==> src/design/css_pkg.sv <==
// Purpose: Shared constants and types for the system clock source selector.
// Assumes: One 10 MHz system clock; oscillator sources arrive as pins.
// Notes:   Field positions refer to the 8-bit control words given as ports.
package css_pkg;

  // ****************************************************************
  // Timing and field constants
  // ****************************************************************
  localparam int       CSS_CLK_PERIOD_NS = 100;
  localparam int       CSS_OLD_EDGES     = 2;
  localparam int       CSS_NEW_EDGES     = 3;
  localparam logic [1:0] CSS_SCS_RST     = 2'h0;
  localparam logic [1:0] CSS_SCS_SEC     = 2'h1;
  localparam logic [2:0] CSS_IFS_RST     = 3'h4;
  localparam logic [2:0] CSS_IFS_LF      = 3'h0;
  localparam logic [2:0] CSS_IFS_MAX     = 3'h7;
  localparam int       CSS_SEC_EN_BIT    = 3;
  localparam int       CSS_SEC_RUN_BIT   = 6;
  localparam int       CSS_LOW_FREQ_SOURCE_SELECT_BIT    = 7;
  localparam int       CSS_DIV_W         = 8;
  // Primary configurations that use the internal block as primary clock.
  localparam logic [3:0] CSS_PRI_INTIO_A = 4'h8;
  localparam logic [3:0] CSS_PRI_INTIO_B = 4'h9;

  // ****************************************************************
  // Types
  // ****************************************************************
  typedef enum logic [1:0] {
    CSS_SRC_PRI = 2'h0,
    CSS_SRC_SEC = 2'h1,
    CSS_SRC_INT = 2'h2
  } css_src_t;

  typedef enum logic [1:0] {
    CSS_ST_RUN = 2'h0,
    CSS_ST_OLD = 2'h1,
    CSS_ST_NEW = 2'h3
  } css_state_t;

endpackage

==> src/design/css_sync_if.sv <==
// Purpose: Carries a synchronised oscillator level and its rising edge.
// Assumes: Driven by css_sync, read by the selector core.
// Notes:   Both signals are in the system clock domain.
`timescale 1ns/10ps
interface css_sync_if;
  logic level;
  logic rise;
  modport src (output level, output rise);
  modport dst (input level, input rise);
endinterface

==> src/design/css_core.sv <==
// Purpose: Selects and glitch-free switches the device clock source.
// Assumes: Control words arrive as ports in this domain; only the select and frequency words have write strobes.
// Notes:   The device clock output is a sampled replica of the chosen source.
`timescale 1ns/10ps

// Behaviour
// - Select field picks primary, secondary or internal.
// - Writing select starts switch once old source is low.
// - Any reset clears select field to primary.
// - Frequency field picks RC, 8 MHz or postscaled.
// - Frequency change acts at once on internal output.
// - Reset sets internal frequency to 1 MHz.
// - Code 000 uses divide-by-256 or low-power RC.
// - Watchdog clock always uses low-power RC.
// - Primary flag needs startup timer and primary driving.
// - Internal flag needs stable block driving clock.
// - Secondary flag set while secondary drives clock.
// - At most one running flag set.
// - Sleep enters idle or full sleep by bit.
// - Secondary select ignored while secondary disabled.
// - Pause two old plus three new edges.
module css_core #(
  parameter int OLD_EDGES = css_pkg::CSS_OLD_EDGES,
  parameter int NEW_EDGES = css_pkg::CSS_NEW_EDGES
) (
  // Clock and reset
  input  wire logic                         clk_in,
  input  wire logic                         sys_rst_in,
  // Oscillator source pins
  input  wire logic                         primary_clk_in,
  input  wire logic                         secondary_clk_in,
  input  wire logic                         main_internal_oscillator_in,
  input  wire logic                         low_power_rc_source_in,
  // Source status from the oscillators
  input  wire logic [3:0]                   primary_oscillator_config_in,
  input  wire logic                         oscillator_startup_timer_done_in,
  input  wire logic                         internal_block_stable_in,
  // Control words and strobes
  input  wire logic                         clock_source_select_wr_in,
  input  wire logic [1:0]                   clock_source_select_in,
  input  wire logic                         internal_freq_select_wr_in,
  input  wire logic [2:0]                   internal_freq_select_in,
  input  wire logic [7:0]                   oscillator_tuning_register_in,
  input  wire logic [7:0]                   secondary_timer_control_register_in,
  input  wire logic                         idle_on_sleep_select_in,
  input  wire logic                         sleep_instr_in,
  // Clocks out
  output logic                              device_clk_out,
  output logic                              watchdog_clk_out,
  // Status
  output logic [1:0]                        clock_source_select_out,
  output logic [2:0]                        internal_freq_select_out,
  output css_pkg::css_src_t                 active_source_out,
  output logic                              switching_out,
  output logic                              primary_clock_running_flag_out,
  output logic                              internal_clock_stable_flag_out,
  output logic                              secondary_clock_running_flag_out,
  output logic                              sleep_enter_out,
  output logic                              idle_enter_out
);
  import css_pkg::*;

  // ****************************************************************
  // Parameter checks and state
  // ****************************************************************
  if (OLD_EDGES < 1 || OLD_EDGES > 3 || NEW_EDGES < 1 || NEW_EDGES > 3) begin : g_chk
    $error("Edge counts must lie between 1 and 3.");
  end

  localparam logic [1:0] OLD_LAST = 2'(OLD_EDGES - 1);
  localparam logic [1:0] NEW_LAST = 2'(NEW_EDGES - 1);

  typedef struct packed {
    css_state_t           st;
    logic [1:0]           scs;
    logic [2:0]           ifs;
    css_src_t             act;
    css_src_t             tgt;
    logic [1:0]           cnt;
    logic [CSS_DIV_W-1:0] div;
    logic [2:0]           lv_prev;
    logic                 clk_o;
    logic                 pri_f;
    logic                 int_f;
    logic                 sec_f;
    logic                 sleep_o;
    logic                 idle_o;
  } css_regs_t;

  css_regs_t q_r;
  css_regs_t q_nxt;

  css_sync_if pri_s ();
  css_sync_if sec_s ();
  css_sync_if osc_s ();
  css_sync_if lprc_s ();

  // ****************************************************************
  // Pin synchronisers
  // ****************************************************************
  css_sync u_pri  (.clk_in(clk_in), .sys_rst_in(sys_rst_in),
                   .raw_in(primary_clk_in), .sync_out(pri_s));
  css_sync u_sec  (.clk_in(clk_in), .sys_rst_in(sys_rst_in),
                   .raw_in(secondary_clk_in), .sync_out(sec_s));
  css_sync u_osc  (.clk_in(clk_in), .sys_rst_in(sys_rst_in),
                   .raw_in(main_internal_oscillator_in), .sync_out(osc_s));
  css_sync u_lprc (.clk_in(clk_in), .sys_rst_in(sys_rst_in),
                   .raw_in(low_power_rc_source_in), .sync_out(lprc_s));

  // ****************************************************************
  // Source levels and edges
  // ****************************************************************
  logic       low_freq_source_select;
  logic       sec_en;
  logic       pri_is_int;
  logic       lf_on_rc;
  logic       int_lvl;
  logic [2:0] lv;
  logic [2:0] rise;
  css_src_t   req;

  assign low_freq_source_select     = oscillator_tuning_register_in[CSS_LOW_FREQ_SOURCE_SELECT_BIT];
  assign sec_en     = secondary_timer_control_register_in[CSS_SEC_EN_BIT];
  assign pri_is_int = (primary_oscillator_config_in == CSS_PRI_INTIO_A) ||
                      (primary_oscillator_config_in == CSS_PRI_INTIO_B);
  assign lf_on_rc   = (q_r.ifs == CSS_IFS_LF) && !low_freq_source_select;
  assign watchdog_clk_out = lprc_s.level;
  // Decode the select field; upper bit set means internal block.
  assign req = q_r.scs[1] ? CSS_SRC_INT : (q_r.scs[0] ? CSS_SRC_SEC : CSS_SRC_PRI);

  // Internal block output follows the live field with no switch pause.
  always_comb begin
    case (q_r.ifs)
      3'h7:    int_lvl = osc_s.level;
      3'h6:    int_lvl = q_r.div[0];
      3'h5:    int_lvl = q_r.div[1];
      3'h4:    int_lvl = q_r.div[2];
      3'h3:    int_lvl = q_r.div[3];
      3'h2:    int_lvl = q_r.div[4];
      3'h1:    int_lvl = q_r.div[5];
      default: int_lvl = low_freq_source_select ? q_r.div[7] : lprc_s.level;
    endcase
  end

  // Levels indexed by source code, and their rising edges.
  assign lv[CSS_SRC_PRI] = pri_is_int ? int_lvl : pri_s.level;
  assign lv[CSS_SRC_SEC] = sec_s.level;
  assign lv[CSS_SRC_INT] = int_lvl;
  assign rise            = lv & ~q_r.lv_prev;

  // ****************************************************************
  // Next-state logic
  // ****************************************************************
  always_comb begin
    q_nxt         = q_r;
    q_nxt.lv_prev = lv;
    if (osc_s.rise) begin
      q_nxt.div = q_r.div + 8'h01;
    end
    // Secondary request is dropped while its oscillator is off.
    if (clock_source_select_wr_in &&
        !((clock_source_select_in == CSS_SCS_SEC) && !sec_en)) begin
      q_nxt.scs = clock_source_select_in;
    end
    if (internal_freq_select_wr_in) begin
      q_nxt.ifs = internal_freq_select_in;
    end
    // Switch sequence: wait for old low, count old edges, count new edges.
    case (q_r.st)
      CSS_ST_RUN: begin
        if (req != q_r.act && !lv[q_r.act]) begin
          q_nxt.st  = CSS_ST_OLD;
          q_nxt.tgt = req;
          q_nxt.cnt = 2'h0;
        end
      end
      CSS_ST_OLD: begin
        if (rise[q_r.act]) begin
          q_nxt.cnt = q_r.cnt + 2'h1;
          if (q_r.cnt == OLD_LAST) begin
            q_nxt.st  = CSS_ST_NEW;
            q_nxt.cnt = 2'h0;
          end
        end
      end
      CSS_ST_NEW: begin
        if (rise[q_r.tgt]) begin
          q_nxt.cnt = q_r.cnt + 2'h1;
          if (q_r.cnt == NEW_LAST) begin
            q_nxt.st  = CSS_ST_RUN;
            q_nxt.act = q_r.tgt;
            q_nxt.cnt = 2'h0;
          end
        end
      end
      default: begin
        q_nxt.st = CSS_ST_RUN;
      end
    endcase
    // Output held low through the pause, then follows the new source.
    q_nxt.clk_o = (q_nxt.st == CSS_ST_RUN) && lv[q_nxt.act];
    // Flags are driven by hardware only, from the active source.
    q_nxt.pri_f = (q_nxt.st == CSS_ST_RUN) && (q_nxt.act == CSS_SRC_PRI) &&
                  !pri_is_int && oscillator_startup_timer_done_in;
    q_nxt.int_f = (q_nxt.st == CSS_ST_RUN) && internal_block_stable_in && !lf_on_rc &&
                  ((q_nxt.act == CSS_SRC_INT) ||
                   ((q_nxt.act == CSS_SRC_PRI) && pri_is_int));
    q_nxt.sec_f = (q_nxt.st == CSS_ST_RUN) && (q_nxt.act == CSS_SRC_SEC);
    // Sleep instruction chooses idle or full sleep.
    q_nxt.sleep_o = sleep_instr_in && !idle_on_sleep_select_in;
    q_nxt.idle_o  = sleep_instr_in && idle_on_sleep_select_in;
  end

  // Register the state; reset returns to primary at 1 MHz.
  always_ff @(posedge clk_in) begin
    if (sys_rst_in) begin
      q_r     <= '0;
      q_r.scs <= CSS_SCS_RST;
      q_r.ifs <= CSS_IFS_RST;
      q_r.act <= CSS_SRC_PRI;
      q_r.tgt <= CSS_SRC_PRI;
      q_r.st  <= CSS_ST_RUN;
    end else begin
      q_r <= q_nxt;
    end
  end

  // ****************************************************************
  // Outputs
  // ****************************************************************
  assign device_clk_out                   = q_r.clk_o;
  assign clock_source_select_out          = q_r.scs;
  assign internal_freq_select_out         = q_r.ifs;
  assign active_source_out                = q_r.act;
  assign switching_out                    = (q_r.st != CSS_ST_RUN);
  assign primary_clock_running_flag_out   = q_r.pri_f;
  assign internal_clock_stable_flag_out   = q_r.int_f;
  assign secondary_clock_running_flag_out = q_r.sec_f;
  assign sleep_enter_out                  = q_r.sleep_o;
  assign idle_enter_out                   = q_r.idle_o;
endmodule

==> src/design/css_sync.sv <==
// Purpose: Two-flop synchroniser with rising edge detect for one source pin.
// Assumes: The pin toggles slower than half the system clock rate.
// Notes:   The first flop feeds only the second flop.
`timescale 1ns/10ps
module css_sync (
  // Clock and reset
  input  wire logic  clk_in,
  input  wire logic  sys_rst_in,
  // Raw pin
  input  wire logic  raw_in,
  // Synchronised result
  css_sync_if.src    sync_out
);
  typedef struct packed {
    logic s1;
    logic s2;
    logic s3;
  } css_sync_t;

  css_sync_t q_r;
  css_sync_t q_nxt;

  // Shift the pin through the synchroniser and keep one older copy.
  always_comb begin
    q_nxt    = q_r;
    q_nxt.s1 = raw_in;
    q_nxt.s2 = q_r.s1;
    q_nxt.s3 = q_r.s2;
  end

  // Register the state.
  always_ff @(posedge clk_in) begin
    if (sys_rst_in) begin
      q_r <= '0;
    end else begin
      q_r <= q_nxt;
    end
  end

  // Level and rise are read from the second and third flops only.
  assign sync_out.level = q_r.s2;
  assign sync_out.rise  = q_r.s2 & ~q_r.s3;
endmodule

==> config.mk <==
export PLATFORM = sky130hd
export DESIGN_NAME = css_core
export DESIGN_NICKNAME = d
export VERILOG_FILES = /design/src/design/css_pkg.sv /design/src/design/css_sync_if.sv /design/src/design/css_core.sv /design/src/design/css_sync.sv
export SDC_FILE = /design/constraint.sdc
export NUM_CORES = 1
export LEC_CHECK = 0
export ABC_AREA = 1
export BUFFER_PORTS_ARGS = -buffer_cell sky130_fd_sc_hd__clkbuf_2
export CORE_MARGIN = 2
export CORE_UTILIZATION = 54
export DETAILED_ROUTE_END_ITERATION = 10
export PLACE_DENSITY = 0.95
export SLEW_MARGIN = 0
export SYNTH_ARGS = -nofsm -noshare
export SYNTH_HDL_FRONTEND = slang
export SYNTH_SLANG_ARGS = --single-unit
==> constraint.sdc <==
create_clock -name clk_in -period 4.9 [get_ports clk_in]
set_input_delay 0.49 -clock clk_in [delete_from_list [all_inputs] [get_ports clk_in]]
set_output_delay 0.49 -clock clk_in [all_outputs]
set_load 0.01 [all_outputs]
Yosys cells after proc, flatten, opt, wreduce, memory -nomap -nowiden

Index checks and enable logic that the tools add are counted.

Register bits: 39
Input bits: 37
Output and inout bits: 15
Word-level logic and storage cells: 112

Magnitude comparators: 3
Equal/unequal tests: 20
Reduce and logical (&&, ||, !) cells: 32
Bitwise logic cells: 4
Add/sub/neg operators: 2
Muxes and demuxes: 28

Operators by type and width:

| kind                  | number |
|---|---|
| $mux W2               | 14 |
| $logic_and A1 B1 Y1   | 15 |
| $eq A3 B3 Y1 const B  | 4 |
| $pmux W2 S3           | 2 |
| $lt A2 B3 Y1 const B  | 3 |
| $add A8 B1 Y8 const B | 1 |
| $bmux W1 S2           | 4 |
| $eq A2 B1 Y1 const B  | 4 |
| $eq A4 B4 Y1 const B  | 2 |
| $logic_not A1 Y1      | 7 |
| $mux W1               | 7 |
| $pmux W1 S7           | 1 |
| $eq A2 B2 Y1 const B  | 3 |
| $eq A3 B2 Y1 const B  | 2 |
| $logic_not A2 Y1      | 3 |
| $ne A2 B2 Y1 const B  | 3 |
| $reduce_and A4 Y1     | 1 |
| $and A3 B3 Y3         | 1 |
| $eq A3 B1 Y1 const B  | 1 |
| $logic_not A3 Y1      | 1 |
| $not A3 Y3            | 1 |
| $reduce_bool A3 Y1    | 1 |
| $add A2 B1 Y2 const B | 1 |
| $logic_or A1 B1 Y1    | 2 |
| other kinds (5)       | 5 |

Depth between registers and ports, before layout

Depth after elaboration: 13
Mapped depth: 15
Gate-level depth less buffers: 15

Hierarchy

From an unflattened synthesis, not the netlist that was laid out.

Cells, all modules: 261
Area, all modules: 1928.1 um^2

By module, submodules not included:

| module   | instances | seq. area each (um^2) | area an instance (um^2) | cells an instance |
|---|---|---|---|---|
| css_core | 1         | 600.6                 | 1582.8                  | 221 |
| css_sync | 4         | 60.1                  | 86.3                    | 10 |

Worst setup path before layout

OpenSTA, ideal clock, no wires.

Path type: input -> register
From: in primary_oscillator_config_in[1]
To: reg q_r[18] (netlist name)
Stages: 12
Library setup time: 0.119 ns
Buffers on the path: 0
Setup slack: 3.216 ns
Required time: 4.781 ns
Data arrival time: 1.565 ns
Cell sequence: nor2_1 > nand2_1 > inv_1 > or2_2 > nand2_1 > inv_2 > o21ai_2 > a21oi_2 > nand2_2 > nand2_2 > o21ai_0 > a21oi_1

Cells in the longest elaborated chain, start to end: 9
Elaborated cells on any way between the ends: 17
Classes of those cells: eq/ne (5); mux (7); bitwise (1); reduce/logical (4)

RTL lines:

| item                            | RTL line                         | source |
|---|---|---|
| start, declared                 | css_core.sv:35                   | `input wire logic [3:0] primary_oscillator_config_in,` |
| $eq A4 B4 Y1 (on tied branches) | css_core.sv:124, css_core.sv:125 |  |
| $logic_or A1 B1 Y1 (*)          | css_core.sv:124                  | `assign pri_is_int = (primary_oscillator_config_in == CSS_PRI_INTIO_A) \|\|` |
| $mux W1 (*)                     | css_core.sv:146                  | `assign lv[CSS_SRC_PRI] = pri_is_int ? int_lvl : pri_s.level;` |
| $bmux W1 S2                     | css_core.sv:171                  | `if (req != q_r.act && !lv[q_r.act]) begin` |
| $mux W1 (implied by the code)   | css_core.sv:171                  |  |
| $logic_not A1 Y1                | css_core.sv:171                  |  |
| $logic_and A1 B1 Y1             | css_core.sv:171                  |  |
| $ne A2 B2 Y1 (no line)          | --                               |  |
| $reduce_and A4 Y1 (no line) (*) | --                               |  |
| end signal, assigned            | css_core.sv:224                  | `q_r <= q_nxt;` |
| end, declared                   | css_core.sv:90                   | `css_regs_t q_r;` |

Every way passes the cells marked *; elsewhere a longest branch is shown, timed or not. The select of a mux whose other input is x is not followed.
A chain may end at the register's enable or synchronous reset.

Final worst setup path

From: reg q_r, in the netlist internal_freq_select_out[0]
To: reg q_r, in the netlist device_clk_out

Cells in the longest elaborated chain, start to end: 11
Elaborated cells on any way between the ends: 28
Classes of those cells: eq/ne (7); mux (16); bitwise (1); reduce/logical (4)

RTL lines:

| item                                                              | RTL line                         | source |
|---|---|---|
| $eq A3 B1 Y1, or another cell as far along                        | css_core.sv:133                  | `case (q_r.ifs)` |
| $pmux W1 S7 (*)                                                   | css_core.sv:133                  |  |
| $mux W1                                                           | css_core.sv:146                  |  |
| $and A3 B3 Y3 or $bmux W1 S2 (tied branches)                      | css_core.sv:149, css_core.sv:171 |  |
| $bmux W1 S2 or $mux W1 (tied branches)                            | css_core.sv:187, css_core.sv:171 |  |
| $mux W1 (implied by the code) or $logic_not A1 Y1 (tied branches) | css_core.sv:187, css_core.sv:171 |  |
| $mux W2 or $logic_and A1 B1 Y1 (tied branches)                    | css_core.sv:187, css_core.sv:171 |  |
| $mux W2 (on tied branches)                                        | css_core.sv:169, css_core.sv:171 |  |
| $bmux W1 S2 or $pmux W2 S3 (tied branches)                        | css_core.sv:201, css_core.sv:169 |  |
| $mux W1 (implied by the code) or $logic_not A2 Y1 (tied branches) | css_core.sv:201                  | `q_nxt.clk_o = (q_nxt.st == CSS_ST_RUN) && lv[q_nxt.act];` |
| $logic_and A1 B1 Y1 (*)                                           | css_core.sv:201                  |  |

Marked as above.

==> flow_summary.yaml <==
critical_path:
  r2r_end: "device_clk_out"
  worstPathArrival_ns: 2.28
  critPathBufInv: 0
  critical_path_class: "flip-flop to flip-flop"
  slowest_stage: "dfxtp_1"
  rr_startpoint: "internal_freq_select_out[0]"
  startpoint_type: "flip-flop"
  ff2ff_path_depth: 10
  slowest_delay_ns: 0.49
  crit_family: "simple AND/OR/NAND/NOR gates"
  rrSetupSlack_ns: 2.91
  crit_path_max_fanout: 8
  cp_cell_sequence: "nand3_1 -> nand3_1 -> nand2_1 -> nand4_1 -> nand4_1 -> a21oi_2 -> nand4_1 -> nand2_2 -> nand3_1 -> a21oi_1"
  required_ns: 5.18
  end_kind: "flip-flop"
final_layout:
  layout-drive-gt1-share_pct: 21.6
  final_core_util_pct: 66.0
  finalInstanceArea_mm2: 0.00203
  fin_nets: 315
  num_antenna_cells: 0
  area_growth_syn_to_layout_pct: 14.8
die:
  die_w_um: 61.3
  pin_count: 52
  num_rows: 20
  die_y_um: 61.3
  core_area_mm2: 0.00308
  start_util_pct: 57.5
  dieArea_mm2: 0.00375
pwr:
  irDropWorstVdd_uv: 210
  power_density_mw_per_mm2: 326
  p_comb_share_pct: 12.8
  cellLeakagePower_nw: 0.962
  sw_frac_of_total_pct: 26.3
  p_clk_share_pct: 35.3
  intPower_w: 0.000488
  net-switching-power_w: 0.000174
  pwr-share-seq_pct: 51.9
drt:
  routedWlPerCell_um: 11.4
  drt_iter0_drc: 121
  ant_nets: 0
  dr.pass1.iters: 4
  drc: 0
  vias: 1656
  finalWirelength_mm: 3.66
  avgViaCountPerCell: 5.14
sta:
  maxSlewHeadroom_pct: 66.7
  rsz0062_at_grt: "false"
  finClkSkew_ns: 0.0110
  setup_viol: 0
  post-route-min-period_ns: 1.99
  worst_pin_slew_ns: 0.500
  setup_ws_ns: 2.91
  slew_violations: 0
  min_period_over_period_pct: 40.7
  tns_ns: 0
  fmax_mhz: 502
  hold_violations: 0
  fin_hold_ws_ns: 0.300
logic_synthesis:
  yosys-top-cells-count: "39 x dfxtp_1, 39 x inv_1, 39 x nand2_1, 32 x nor2_1, 17 x a21oi_1"
  synth_cell_types: 30
  syn_avg_cell_area_um2: 7.26
  synth_edf_count: 0
  syn-num-nets: 282
  async_reset_ff_share_pct: 0
  syn_inst: 244
  synth_area_leaders: "dfxtp_1 44%, inv_1 8.3%, nand2_1 8.3%, nor2_1 6.8%, a21oi_1 4.8%"
  synth_area_mm2: 0.00177
  synth_largest_area_cell: "dfxtp_1"
  synth_flop_cell: "dfxtp_1"
  ys_seq_area_share_pct: 44.1
  ys_ff_latch: 39
  yosys.area.top_type_share_pct: 44.1
  synth_warnings: 0
clock_tree:
  cts_buffers: 5
  cts.sinks: 39
  postCtsSetupBuffers: 0
  clkLatencyLatePin_ns: 0.35
  ctsResizeCount: 0
  clk_path_buf_depth: 2
  cts-hold-fix-buffers: 0
  cts_tree: "built"
  cts.clk_slew.worst_paths_ns: 0.13
  root_buffer: "clkbuf_4"
  cts.htree.levels: 2
flow_run:
  drv_cap: 0
grt:
  grt_max_degree: 25
  grt_pass1_vias: 1513
  antenna_found_initial: 0
  grt_pass1_wl_mm: 6.32
  overflow: 0
  grt_usage_pct: 23.0
hold_path:
  hold_depth: 2
  hold_class: "primary input to flip-flop"
  min_to: "sleep_enter_out"
  hold_start: "idle_on_sleep_select_in"
placement:
  post_dp_cell_area_mm2: 0.00194
  port_buffers: 36
  gp_congestion: 0.844
  dp_slack_ns: 2.97
  dp.final_hpwl_mm: 2.71
outcome:
  status: "finished, final reports clean"
[routing by layer]
metal,up-vias,wire length (um),track usage (%)
met1,720,1520,28.0
met3,12,271,6.72
li1,847,-,-
met4,0,84,9.63
met5,-,0,0
met2,77,1790,37.8
[worst max-delay path by stage]
stage | slack, ns | end | cells after the start | startpoint
2_1_floorplan | 3.22 | q_r[18] | 12 | primary_oscillator_config_in[1]
6_report | 2.91 | device_clk_out | 10 | internal_freq_select_out[0]
4_1_cts | 2.96 | device_clk_out | 10 | internal_freq_select_out[1]
3_3_place_gp | 2.99 | internal_clock_stable_flag_out | 12 | oscillator_tuning_register_in[7]
3_5_place_dp | 2.97 | device_clk_out | 14 | oscillator_tuning_register_in[7]
5_1_grt | 2.71 | q_r[18] | 14 | internal_freq_select_out[0]
[placed cells by master (no fill, tap or decap), types with 2 or more instances in the layout]
cell type  instances
dfxtp_1           39
o21ai_0           13
or2_2              2
nand2_2            4
a21oi_2            3
nand3_1           13
o21ai_2            2
nor3_1             7
a21oi_1           17
nand4_1            8
nand3_2            2
nor2_1            32
inv_1             39
clkbuf_4           5
clkbuf_2          36
nand2_1           39
[cells by family (layout without fill, tap and decap cells)]
family	Yosys count	in the layout	share of synthesized area [%]
and+or+nand+nor	111	111	28.6
buffers and inverters	50	84	12.1
AOI/OAI and AO/OA	41	41	13.5
DFF	39	39	44.1
xor gates and xnor gates	2	2	0.990
adders and majority gates	1	1	0.707
[metrics by stage]
stage / power, W / instances
after floorplan: 0.000410 / 244
after global placement: 0.000430 / 314
after detailed placement: 0.000434 / 314
after CTS: 0.000663 / 322
after global routing: 0.000699 / 322
final: 0.000662 / 322
[cell type report]
type / count / area [um2]
inverters: 40 / 150
flip-flops and latches: 39 / 781
fillers: 285 / 1050
clock buffers: 6 / 51.3
multi-input cells: 155 / 776
repair buffers: 36 / 180
clock inverters: 2 / 38.8
well taps: 44 / 55.1
[power groups by stage]
stage,clock (W),combinational (W),sequential [W]
after floorplan,0,0.0000613,0.000349
after CTS,0.000235,0.0000844,0.000344
after global routing,0.000256,0.0000969,0.000346
final,0.000234,0.0000844,0.000344
after global placement,0,0.0000807,0.000350
after detailed placement,0,0.0000836,0.000351
[sequential cells by signal (all words and copies together), names as in the netlist, 2 cells and up]
| name | cells |
|---|---|
| active_source_out | 2 |
| clock_source_select_out | 2 |
| internal_freq_select_out | 3 |
| q_r | 17 |
(Power assumes the default switching activity.)
